### config.mk
export PLATFORM = sky130hd
export DESIGN_NAME = rfs_host_flat
export DESIGN_NICKNAME = d
export VERILOG_FILES = /design/src/include/rfs_if.sv /design/src/rfs_host.sv /design/src/flat_wrapper.sv
export VERILOG_INCLUDE_DIRS = /design/src /design/src/include
export SDC_FILE = /design/constraint.sdc
export NUM_CORES = 1
export LEC_CHECK = 0
export BUFFER_PORTS_ARGS = -buffer_cell sky130_fd_sc_hd__buf_2
export CAP_MARGIN = 20
export CORE_MARGIN = 2
export CORE_UTILIZATION = 46
export DETAILED_ROUTE_END_ITERATION = 12
export HOLD_SLACK_MARGIN = 0.15
export PLACE_DENSITY = 0.76
export RECOVER_POWER = 100
export SYNTH_ARGS = -nofsm -noshare
export SYNTH_HDL_FRONTEND = slang
export SYNTH_SLANG_ARGS = --single-unit
### constraint.sdc
create_clock -name aclk -period 2.23 [get_ports aclk]
set_clock_uncertainty 0.1 [all_clocks]
set_input_delay 0.446 -clock aclk [delete_from_list [all_inputs] [get_ports aclk]]
set_output_delay 0.446 -clock aclk [all_outputs]
set_load 0.005 [all_outputs]
### src/include/rfs_map.svh
// Constants for the reference failover select block and its host controller.
`ifndef RFS_MAP_SVH
`define RFS_MAP_SVH

// Clock period of aclk in nanoseconds.
`define RFS_CLK_NS         10

// Phase error thresholds of the lock-loss detector, in nanoseconds.
`define RFS_LOL_SET_NS     4
`define RFS_LOL_CLR_NS     2

// Least high time of the lock-loss flag, and its count of cycles rounded up.
`define RFS_LOL_MIN_NS     10
`define RFS_LOL_MIN_CYC    ((`RFS_LOL_MIN_NS + `RFS_CLK_NS - 1) / `RFS_CLK_NS)

// Hold-off before re-arming after a switch or after reset, in milliseconds.
`define RFS_REARM_MS       500
`define RFS_REARM_CYC      ((`RFS_REARM_MS * 1000000) / `RFS_CLK_NS)

// Width of the lock-loss high-time counter.
`define RFS_LOL_CNT_W      4

// AXI4-Lite address width and register byte offsets of the host.
`define RFS_AXI_AW         8
`define RFS_CTRL_OFS       8'h00
`define RFS_STATUS_OFS     8'h04
`define RFS_IRQ_STAT_OFS   8'h08
`define RFS_IRQ_MASK_OFS   8'h0C

// Control register fields.
`define RFS_CTRL_AUTO_BIT  0
`define RFS_CTRL_CHOICE_BIT 1
`define RFS_CTRL_W         2

// Event bits of the interrupt status and mask registers.
`define RFS_EV_SWITCH_BIT  0
`define RFS_EV_LOL_RISE_BIT 1
`define RFS_EV_LOL_FALL_BIT 2
`define RFS_EV_W           3

// AXI response codes.
`define RFS_RESP_OKAY      2'h0
`define RFS_RESP_SLVERR    2'h2

`endif

### src/include/rfs_if.sv
// Pin level link between the failover device and its host controller.
`timescale 1ns/1ps

interface rfs_if;
   logic auto_mode;       // Mode pin: high asks for automatic failover.
   logic ref_choice;      // Reference choice pin: 0 picks input zero.
   logic lock_loss_flag;  // High while the PLL is out of lock.
   logic ref_in_use;      // 1 while input one is routed, 0 for input zero.

   modport dev (
      input  auto_mode,
      input  ref_choice,
      output lock_loss_flag,
      output ref_in_use
   );

   modport host (
      output auto_mode,
      output ref_choice,
      input  lock_loss_flag,
      input  ref_in_use
   );
endinterface

### src/rfs_host.sv
// Host controller driving the failover pins, with an AXI4-Lite register port.
//
// Chosen here: the address map and the AXI4-Lite interface to the registers.
`timescale 1ns/1ps
`include "rfs_map.svh"

module rfs_host #(
   parameter int unsigned REARM_CYC = `RFS_REARM_CYC
) (
   input  wire logic                   aclk,
   input  wire logic                   aresetn,
   input  wire logic [`RFS_AXI_AW-1:0] s_axi_awaddr,
   input  wire logic                   s_axi_awvalid,
   output logic                        s_axi_awready,
   input  wire logic [31:0]            s_axi_wdata,
   input  wire logic [3:0]             s_axi_wstrb,
   input  wire logic                   s_axi_wvalid,
   output logic                        s_axi_wready,
   output logic [1:0]                  s_axi_bresp,
   output logic                        s_axi_bvalid,
   input  wire logic                   s_axi_bready,
   input  wire logic [`RFS_AXI_AW-1:0] s_axi_araddr,
   input  wire logic                   s_axi_arvalid,
   output logic                        s_axi_arready,
   output logic [31:0]                 s_axi_rdata,
   output logic [1:0]                  s_axi_rresp,
   output logic                        s_axi_rvalid,
   input  wire logic                   s_axi_rready,
   rfs_if.host                         link,
   output logic                        irq
);

   logic [`RFS_AXI_AW-1:0] awaddr_r;
   logic [31:0]            wdata_r;
   logic                   wstrb0_r;
   logic                   aw_got_r;
   logic                   w_got_r;
   logic                   wr_do;
   logic                   wr_ok;
   logic [`RFS_CTRL_W-1:0] ctrl_r;
   logic [`RFS_EV_W-1:0]   irq_stat_r;
   logic [`RFS_EV_W-1:0]   irq_mask_r;
   logic [`RFS_EV_W-1:0]   ev;
   logic [`RFS_EV_W-1:0]   w1c;
   logic                   mode_r;
   logic                   choice_r;
   logic                   lol_prev_r;
   logic                   ref_prev_r;
   logic [31:0]            hold_r;
   logic [31:0]            status;

   ////////////////////////////////////////////////////////////////////////////
   // AXI4-Lite write channel
   ////////////////////////////////////////////////////////////////////////////

   // Address and data are taken in either order; the write happens once
   // both are held and no response is pending.
   assign wr_do = aw_got_r && w_got_r && !s_axi_bvalid;
   assign wr_ok = (awaddr_r == `RFS_CTRL_OFS) ||
                  (awaddr_r == `RFS_STATUS_OFS) ||
                  (awaddr_r == `RFS_IRQ_STAT_OFS) ||
                  (awaddr_r == `RFS_IRQ_MASK_OFS);

   // Write address and data capture.
   always_ff @(posedge aclk) begin
      if (!aresetn) begin
         s_axi_awready <= 1'b1;
         s_axi_wready  <= 1'b1;
         aw_got_r      <= 1'b0;
         w_got_r       <= 1'b0;
         awaddr_r      <= '0;
         wdata_r       <= '0;
         wstrb0_r      <= 1'b0;
      end else begin
         if (s_axi_awvalid && s_axi_awready) begin
            awaddr_r      <= s_axi_awaddr;
            aw_got_r      <= 1'b1;
            s_axi_awready <= 1'b0;
         end
         if (s_axi_wvalid && s_axi_wready) begin
            wdata_r      <= s_axi_wdata;
            wstrb0_r     <= s_axi_wstrb[0];
            w_got_r      <= 1'b1;
            s_axi_wready <= 1'b0;
         end
         if (wr_do) begin
            aw_got_r <= 1'b0;
            w_got_r  <= 1'b0;
         end
         if (s_axi_bvalid && s_axi_bready) begin
            s_axi_awready <= 1'b1;
            s_axi_wready  <= 1'b1;
         end
      end
   end

   // Write response; unmapped offsets answer SLVERR.
   always_ff @(posedge aclk) begin
      if (!aresetn) begin
         s_axi_bvalid <= 1'b0;
         s_axi_bresp  <= `RFS_RESP_OKAY;
      end else if (wr_do) begin
         s_axi_bvalid <= 1'b1;
         s_axi_bresp  <= wr_ok ? `RFS_RESP_OKAY : `RFS_RESP_SLVERR;
      end else if (s_axi_bready) begin
         s_axi_bvalid <= 1'b0;
      end
   end

   // Control and mask registers, written through byte lane 0.
   always_ff @(posedge aclk) begin
      if (!aresetn) begin
         ctrl_r     <= '0;
         irq_mask_r <= '0;
      end else if (wr_do && wstrb0_r) begin
         if (awaddr_r == `RFS_CTRL_OFS) begin
            ctrl_r <= wdata_r[`RFS_CTRL_W-1:0];
         end
         if (awaddr_r == `RFS_IRQ_MASK_OFS) begin
            irq_mask_r <= wdata_r[`RFS_EV_W-1:0];
         end
      end
   end

   ////////////////////////////////////////////////////////////////////////////
   // Events and interrupt
   ////////////////////////////////////////////////////////////////////////////

   // Edge history of the device outputs.
   always_ff @(posedge aclk) begin
      if (!aresetn) begin
         lol_prev_r <= 1'b0;
         ref_prev_r <= 1'b0;
      end else begin
         lol_prev_r <= link.lock_loss_flag;
         ref_prev_r <= link.ref_in_use;
      end
   end

   // An in-use change while mode is high is an automatic switch.
   always_comb begin
      ev = '0;
      ev[`RFS_EV_SWITCH_BIT]   = mode_r && (link.ref_in_use != ref_prev_r);
      ev[`RFS_EV_LOL_RISE_BIT] = link.lock_loss_flag && !lol_prev_r;
      ev[`RFS_EV_LOL_FALL_BIT] = !link.lock_loss_flag && lol_prev_r;
   end

   assign w1c = (wr_do && wstrb0_r && awaddr_r == `RFS_IRQ_STAT_OFS) ?
                wdata_r[`RFS_EV_W-1:0] : '0;

   // Sticky status: a new event wins over a clear in the same cycle.
   always_ff @(posedge aclk) begin
      if (!aresetn) begin
         irq_stat_r <= '0;
      end else begin
         irq_stat_r <= (irq_stat_r & ~w1c) | ev;
      end
   end

   // Level interrupt, high while any unmasked status bit is set.
   always_ff @(posedge aclk) begin
      if (!aresetn) begin
         irq <= 1'b0;
      end else begin
         irq <= |(irq_stat_r & irq_mask_r);
      end
   end

   ////////////////////////////////////////////////////////////////////////////
   // Pin control
   ////////////////////////////////////////////////////////////////////////////

   // Re-arm hold-off, loaded at reset and at each automatic switch.
   always_ff @(posedge aclk) begin
      if (!aresetn) begin
         hold_r <= REARM_CYC;
      end else if (ev[`RFS_EV_SWITCH_BIT]) begin
         hold_r <= REARM_CYC;
      end else if (hold_r != 32'h0000_0000) begin
         hold_r <= hold_r - 32'h0000_0001;
      end
   end

   // Mode drops at once; it rises only once the choice pin already shows
   // the wanted input, the flag is low and the hold-off has run out.
   // Waiting for the in-use pin to match keeps a late manual change from
   // being taken for an automatic switch.
   always_ff @(posedge aclk) begin
      if (!aresetn) begin
         mode_r <= 1'b0;
      end else if (!ctrl_r[`RFS_CTRL_AUTO_BIT]) begin
         mode_r <= 1'b0;
      end else if (!mode_r && !link.lock_loss_flag &&
                   hold_r == 32'h0000_0000 &&
                   link.ref_in_use == choice_r &&
                   choice_r == ctrl_r[`RFS_CTRL_CHOICE_BIT]) begin
         mode_r <= 1'b1;                            // see R11
      end
   end

   // The choice pin moves only while mode is low, so it is steady at arming.
   always_ff @(posedge aclk) begin
      if (!aresetn) begin
         choice_r <= 1'b0;
      end else if (!mode_r) begin
         choice_r <= ctrl_r[`RFS_CTRL_CHOICE_BIT];
      end
   end

   assign link.auto_mode  = mode_r;
   assign link.ref_choice = choice_r;

   ////////////////////////////////////////////////////////////////////////////
   // AXI4-Lite read channel
   ////////////////////////////////////////////////////////////////////////////

   assign status = {27'h0, (hold_r != 32'h0000_0000), mode_r, choice_r,
                    link.ref_in_use, link.lock_loss_flag};

   // One read at a time; data follows one cycle after the address is taken.
   always_ff @(posedge aclk) begin
      if (!aresetn) begin
         s_axi_arready <= 1'b1;
         s_axi_rvalid  <= 1'b0;
         s_axi_rdata   <= '0;
         s_axi_rresp   <= `RFS_RESP_OKAY;
      end else if (s_axi_arvalid && s_axi_arready) begin
         s_axi_arready <= 1'b0;
         s_axi_rvalid  <= 1'b1;
         s_axi_rresp   <= `RFS_RESP_OKAY;
         unique case (s_axi_araddr)
            `RFS_CTRL_OFS:     s_axi_rdata <= {30'h0, ctrl_r};
            `RFS_STATUS_OFS:   s_axi_rdata <= status;
            `RFS_IRQ_STAT_OFS: s_axi_rdata <= {29'h0, irq_stat_r};
            `RFS_IRQ_MASK_OFS: s_axi_rdata <= {29'h0, irq_mask_r};
            default: begin
               s_axi_rdata <= '0;
               s_axi_rresp <= `RFS_RESP_SLVERR;
            end
         endcase
      end else if (s_axi_rvalid && s_axi_rready) begin
         s_axi_rvalid  <= 1'b0;
         s_axi_arready <= 1'b1;
      end
   end

endmodule // rfs_host

### src/flat_wrapper.sv
// flat-port wrapper written by rule: the top's interface ports become plain ports
module rfs_host_flat 
#(
   parameter int unsigned REARM_CYC = `RFS_REARM_CYC
)
  (aclk, aresetn, s_axi_awaddr, s_axi_awvalid, s_axi_awready, s_axi_wdata, s_axi_wstrb, s_axi_wvalid, s_axi_wready, s_axi_bresp, s_axi_bvalid, s_axi_bready, s_axi_araddr, s_axi_arvalid, s_axi_arready, s_axi_rdata, s_axi_rresp, s_axi_rvalid, s_axi_rready, irq, link_auto_mode, link_ref_choice, link_lock_loss_flag, link_ref_in_use);
  rfs_if link_i ();
  input  wire logic aclk;
  input  wire logic aresetn;
  input  wire logic [`RFS_AXI_AW-1:0] s_axi_awaddr;
  input  wire logic s_axi_awvalid;
  output logic s_axi_awready;
  input  wire logic [31:0] s_axi_wdata;
  input  wire logic [3:0] s_axi_wstrb;
  input  wire logic s_axi_wvalid;
  output logic s_axi_wready;
  output logic [1:0] s_axi_bresp;
  output logic s_axi_bvalid;
  input  wire logic s_axi_bready;
  input  wire logic [`RFS_AXI_AW-1:0] s_axi_araddr;
  input  wire logic s_axi_arvalid;
  output logic s_axi_arready;
  output logic [31:0] s_axi_rdata;
  output logic [1:0] s_axi_rresp;
  output logic s_axi_rvalid;
  input  wire logic s_axi_rready;
  output logic irq;
  output wire logic [$bits(link_i.auto_mode)-1:0] link_auto_mode;
  output wire logic [$bits(link_i.ref_choice)-1:0] link_ref_choice;
  input wire logic [$bits(link_i.lock_loss_flag)-1:0] link_lock_loss_flag;
  input wire logic [$bits(link_i.ref_in_use)-1:0] link_ref_in_use;
  assign link_auto_mode = link_i.auto_mode;
  assign link_ref_choice = link_i.ref_choice;
  assign link_i.lock_loss_flag = link_lock_loss_flag;
  assign link_i.ref_in_use = link_ref_in_use;
  rfs_host #(.REARM_CYC(REARM_CYC)) u_core (.aclk(aclk), .aresetn(aresetn), .s_axi_awaddr(s_axi_awaddr), .s_axi_awvalid(s_axi_awvalid), .s_axi_awready(s_axi_awready), .s_axi_wdata(s_axi_wdata), .s_axi_wstrb(s_axi_wstrb), .s_axi_wvalid(s_axi_wvalid), .s_axi_wready(s_axi_wready), .s_axi_bresp(s_axi_bresp), .s_axi_bvalid(s_axi_bvalid), .s_axi_bready(s_axi_bready), .s_axi_araddr(s_axi_araddr), .s_axi_arvalid(s_axi_arvalid), .s_axi_arready(s_axi_arready), .s_axi_rdata(s_axi_rdata), .s_axi_rresp(s_axi_rresp), .s_axi_rvalid(s_axi_rvalid), .s_axi_rready(s_axi_rready), .link(link_i), .irq(irq));
endmodule
; Word level (Yosys, flattened, before mapping)
; Index checks and enable logic that the tools add are counted.
[word_totals]
word_cells = 84
input_bits = 61
output_inout_bits = 44
ff_bits = 100
[op_classes]
reduce_logical = 37
n_eq_ne = 9
n_mux = 10
bitwise_logic = 5
n_addsub = 1
[ops]
columns = cell, n
row1 = $eq A8 B4 Y1 const B, 4
row2 = $logic_not A32 Y1, 1
row3 = $reduce_bool A32 Y1, 1
row4 = $sub A32 B1 Y32 const B, 1
row5 = $pmux W5 S4, 1
row6 = $eq A8 B3 Y1 const B, 2
row7 = $logic_and A1 B1 Y1, 16
row8 = $logic_not A8 Y1, 2
row9 = $and A3 B3 Y3, 2
row10 = $mux W1, 6
row11 = $reduce_and A2 Y1, 3
row12 = $reduce_or A2 Y1, 3
row13 = $logic_not A1 Y1, 4
row14 = $mux W2, 2
row15 = $reduce_bool A2 Y1, 2
row16 = $reduce_or A4 Y1, 1
row17 = $logic_or A1 B1 Y1, 3
row18 = $mux W3, 1
row19 = $not A3 Y3, 1
row20 = $or A3 B3 Y3, 1
row21 = $reduce_or A3 Y1, 1
row22 = $eq A1 B1 Y1, 2
row23 = $ne A1 B1 Y1, 1
row24 = $not A1 Y1, 1

; Depth between registers and ports, before layout
[logic_depth]
ltp_word = 8
depth_mapped = 9
depth_no_buf = 7

; Worst setup path after synthesis
; No wires, ideal clock.
[synth_path]
kind = reg2reg
from = register u_core.hold_r[14]
to = register u_core.hold_r[27]
arrival_time_ps = 2130
period_less_slack_ps = 2300
stages_incl_launch_ff = 7
n_path_buf = 1
setup_ps = 71
t_required_ps = 2059
setup_slack_ps = -70
path_cell_list = dfxtp_1 nor4_4 nand2_2 or4b_1 buf_2 or4_1 a21oi_1
[synth_between]
elab_chain_cells = 1
elab_cells_between_ends = 2
classes_between = add/sub (1) / reduce/logical (1)
[synth_lines]
columns = item, line
row1 = start: declaration, rfs_host.sv:49  ; logic [31:0] hold_r;
row2 = start signal: assignment, rfs_host.sv:180  ; hold_r <= hold_r - 32'h0000_0001;
row3 = $sub A32 B1 Y32 or $reduce_bool A32 Y1 (tied branches), "rfs_host.sv:180, rfs_host.sv:179"
; Parallel ways exist; a longest one is shown, timed or not.
; A chain may end at the register's enable or synchronous reset.

; Worst setup path in the final report
[layout_path]
from = register u_core.hold_r[23]
to = register u_core.hold_r[29]
; The elaborated chain is that of the path after synthesis.

==> results by group <==
Placed design
  • Worst slack, placed: -0.0761 ns
  • I/O Buffers: 43
  • Placed insts: ~560
  • Placer Congestion: 0.922
  • Final HPWL DP: 5590 um

Yosys
  • Simple-gate portion of the synthesized area: 0.270
  • Post-Syn Area per Cell: 8.48 um2
  • Mux cell area share after synthesis: 0.0459
  • Synthesized-area fraction occupied by adder cells: 0.00370
  • Ys Warns: 0
  • Library cells used by synthesis: 49
  • Largest family of logic cells by synthesized area: simple AND/OR/NAND/NOR gates
  • Prevailing post-synth register cell: dfxtp_1
  • Register area share after synthesis: 0.420
  • Post-synthesis compound-gate area fraction: 0.136
  • Largest cells by area after synthesis: dfxtp_1 (42%), buf_4 (6.4%), a21oi_1 (5.0%), nor2_1 (4.8%), nand2_1 (4.5%)
  • Seq cells post-synth: 71
  • Post-Synthesis Cells: about 400
  • Top cell type by total area after synthesis: dfxtp_1
  • Post-synth EDFFs: 0
  • Synth Cell Area: 0.00338 mm2
  • Synth top area share: 0.420
  • Synth Area in XOR/XNOR: 0.0337
  • FFs w/ async S/R, synth: 0

Finish
  • Most frequent cells in the layout: dfxtp_1 (66), nor2_1 (43), nand2_1 (41)
  • P&R area growth vs syn: 18.7%
  • Final net count: around 540
  • Post-route insts no fill: 579
  • # fillers: 659
  • Leading cell type in the layout, fill and taps excluded: dfxtp_1
  • Layout cell share with drive strength beyond 1: 0.225
  • # diodes: 0

CTS
  • CTS Buf Count: 9
  • Clock Latency Late Sink: approximately 0.35 ns
  • Clk root buf: clkbuf_8
  • Clk sinks: 71
  • H-tree levels: 3
  • CTS max path bufs: 2
  • CTS clk-pin slew, worst paths: around 0.080 ns
  • CTS tree: built

Routing
  • # DRC: 0
  • Iteration-0 DRC Markers: 188
  • Routed length per instance: 13.2 um
  • Final ANT Viol Nets: 0
  • DRT Wirelength: 7630 um
  • Via density per instance: ~5.2
  • Vias: 3032
  • Pre-antenna DRT Iters: 5

Run status
  • Failing checks: setup timing
  • Outcome: finished, violations left

Timing
  • RSZ-0062 raised after global routing: true
  • Pins Over Slew Limit: 0
  • Final worst-path cycle share: 1.01
  • Fmax achieved: 0.446 GHz
  • Final worst setup slack: -0.0145 ns
  • Worst-Margin Slew: between 0.6 and 0.7 ns
  • Max-slew headroom: 0.582
  • Setup Viol. Count Final: 1
  • Final Hold Viols: 0
  • Crit path time final: 2.24 ns

Die
  • Die height: 89.8 um
  • Core area: 0.00718 mm2
  • Die X: 89.8 um
  • I/O pins: 105
  • Initial core utilization: 0.471
  • Area of the die: 0.00806 mm2
  • Standard-cell rows: 31

Power
  • Power share of the sequential group: 0.532
  • Net Sw Frac: 0.279
  • Worst vdd ir: 464 uV
  • Part of the power in combinational logic: 0.136
  • Clock share of power: 0.332
  • Switching power: 0.734 mW
  • Internal power: 1.90 mW
  • PD cells: 655 mW/mm2
  • Leak: 1.62 nW

Setup path
  • Worst-path fanout max: 5
  • Crit start category: register
  • Crit Path Category: reg -> reg
  • Crit Reg-Reg Startpoint: u_core.hold_r[23]
  • Crit path required time: 2.41 ns
  • Worst Setup End Kind: register
  • Crit path DAT: 2.43 ns
  • Start point of the critical path: u_core.hold_r[23]

Job
  • Max-cap violations: 0

Global routing
  • Largest net degree at the start of global routing: 31
  • Initial antenna violation count: 0
  • Global-route wire length before repair: 13000 um
  • Tot GR Track Use: 0.195
  • Vias in the first global route: 2919
  • GR Overflow Total: 0

Hold path
  • Hold path start: s_axi_awaddr[1]
  • Worst hold path type: in -> reg
[state kept, by name, indices dropped and copies added (netlist names), 2 cells and up]
name and count:
u_core.ctrl_r 2, u_core.s_axi_rdata 5, u_core.hold_r 32, u_core.wdata_r 3, u_core.irq_stat_r 3, u_core.awaddr_r 8
u_core.irq_mask_r 3
[critical path, cell delays in order, from the launching register on]
cell and delay, ns:
dfxtp_2 0.33, or4_4 0.55, nor2_1 0.09, or4b_4 0.51, or4_1 0.48, a21oi_1 0.12
[cells in the mapped netlist (3+ instances only)]
cell type / number
nand4_1: 4
xor2_1: 7
a31o_2: 3
clkbuf_1: 12
or3_1: 3
a22oi_1: 3
nor2b_1: 4
a31oi_1: 4
a21oi_1: 34
nor4_1: 10
and4_1: 5
nand2b_1: 6
nor2_1: 43
nand2_1: 41
inv_1: 9
and2_1: 6
o311ai_0: 3
mux2i_1: 11
o31ai_1: 4
dfxtp_1: 71
nor3_1: 11
xnor2_1: 6
o211ai_1: 4
nand3_1: 20
buf_4: 29
o21ai_0: 8
or4_1: 6
[power groups by stage]
stage          clock network (mW)  registers [mW]  logic [mW]
6_report                    0.875            1.40       0.358
5_1_grt                     0.949            1.41       0.407
4_1_cts                     0.894            1.39       0.354
3_5_place_dp                    0            1.42       0.351
3_3_place_gp                    0            1.41       0.341
2_1_floorplan                   0            1.41       0.249
[cell families after synthesis]
family / Yosys count
buf+inv: 51
compound gates: 74
mux: 13
xor+xnor: 13
fa+ha+maj: 1
other cells: 1
flops: 71
simple gates: 175
[layer usage]
metal	part of all wire	vias up	track usage
li1	-	1523	-
met1	0.42	1427	0.222
met2	0.51	68	0.344
met3	0.047	14	0.0461
met4	0.020	0	0.0910
met5	0	-	0
[area by class of cell]
class                   instances  area [um2]  area share
clock inverters                 6        38.8     0.00966
clock buffers                   9         124      0.0308
multi-input cells             305        1810       0.451
inverters                       9        33.8     0.00841
repair buffers                 80         457       0.114
well taps                      99         124      0.0308
flip-flops and latches         71        1430       0.355
[repair_timing]
action,in CTS,in global routing
resized for setup,5,4
hold buffers,0,0
setup buffers,1,1
pin swaps,2,0
endpoints found under the setup margin,4,10
[per-stage QoR]
stage	cell area [um2]	total power [mW]	utilization	setup TNS, ns	hold WS [ns]
4_1_cts	4020	2.64	0.560	-0.00789	0.231
5_1_grt	4020	2.76	0.560	-0.125	0.234
2_1_floorplan	3510	1.66	-	-0.0353	0.319
6_report	4020	2.63	0.560	-0.0145	0.240
3_5_place_dp	3830	1.77	0.534	-0.184	0.349
3_3_place_gp	3830	1.75	0.534	-0.0952	0.345
[final timing paths]
path,end,cells after the start,slack [ns]
min,u_core.awaddr_r[1],3,0.24
min reg2reg,u_core.awaddr_r[4],2,0.36
max,u_core.hold_r[29],5,-0.01
max reg2reg,u_core.hold_r[29],5,-0.01
Note: power is estimated with default switching activity, not from simulation.
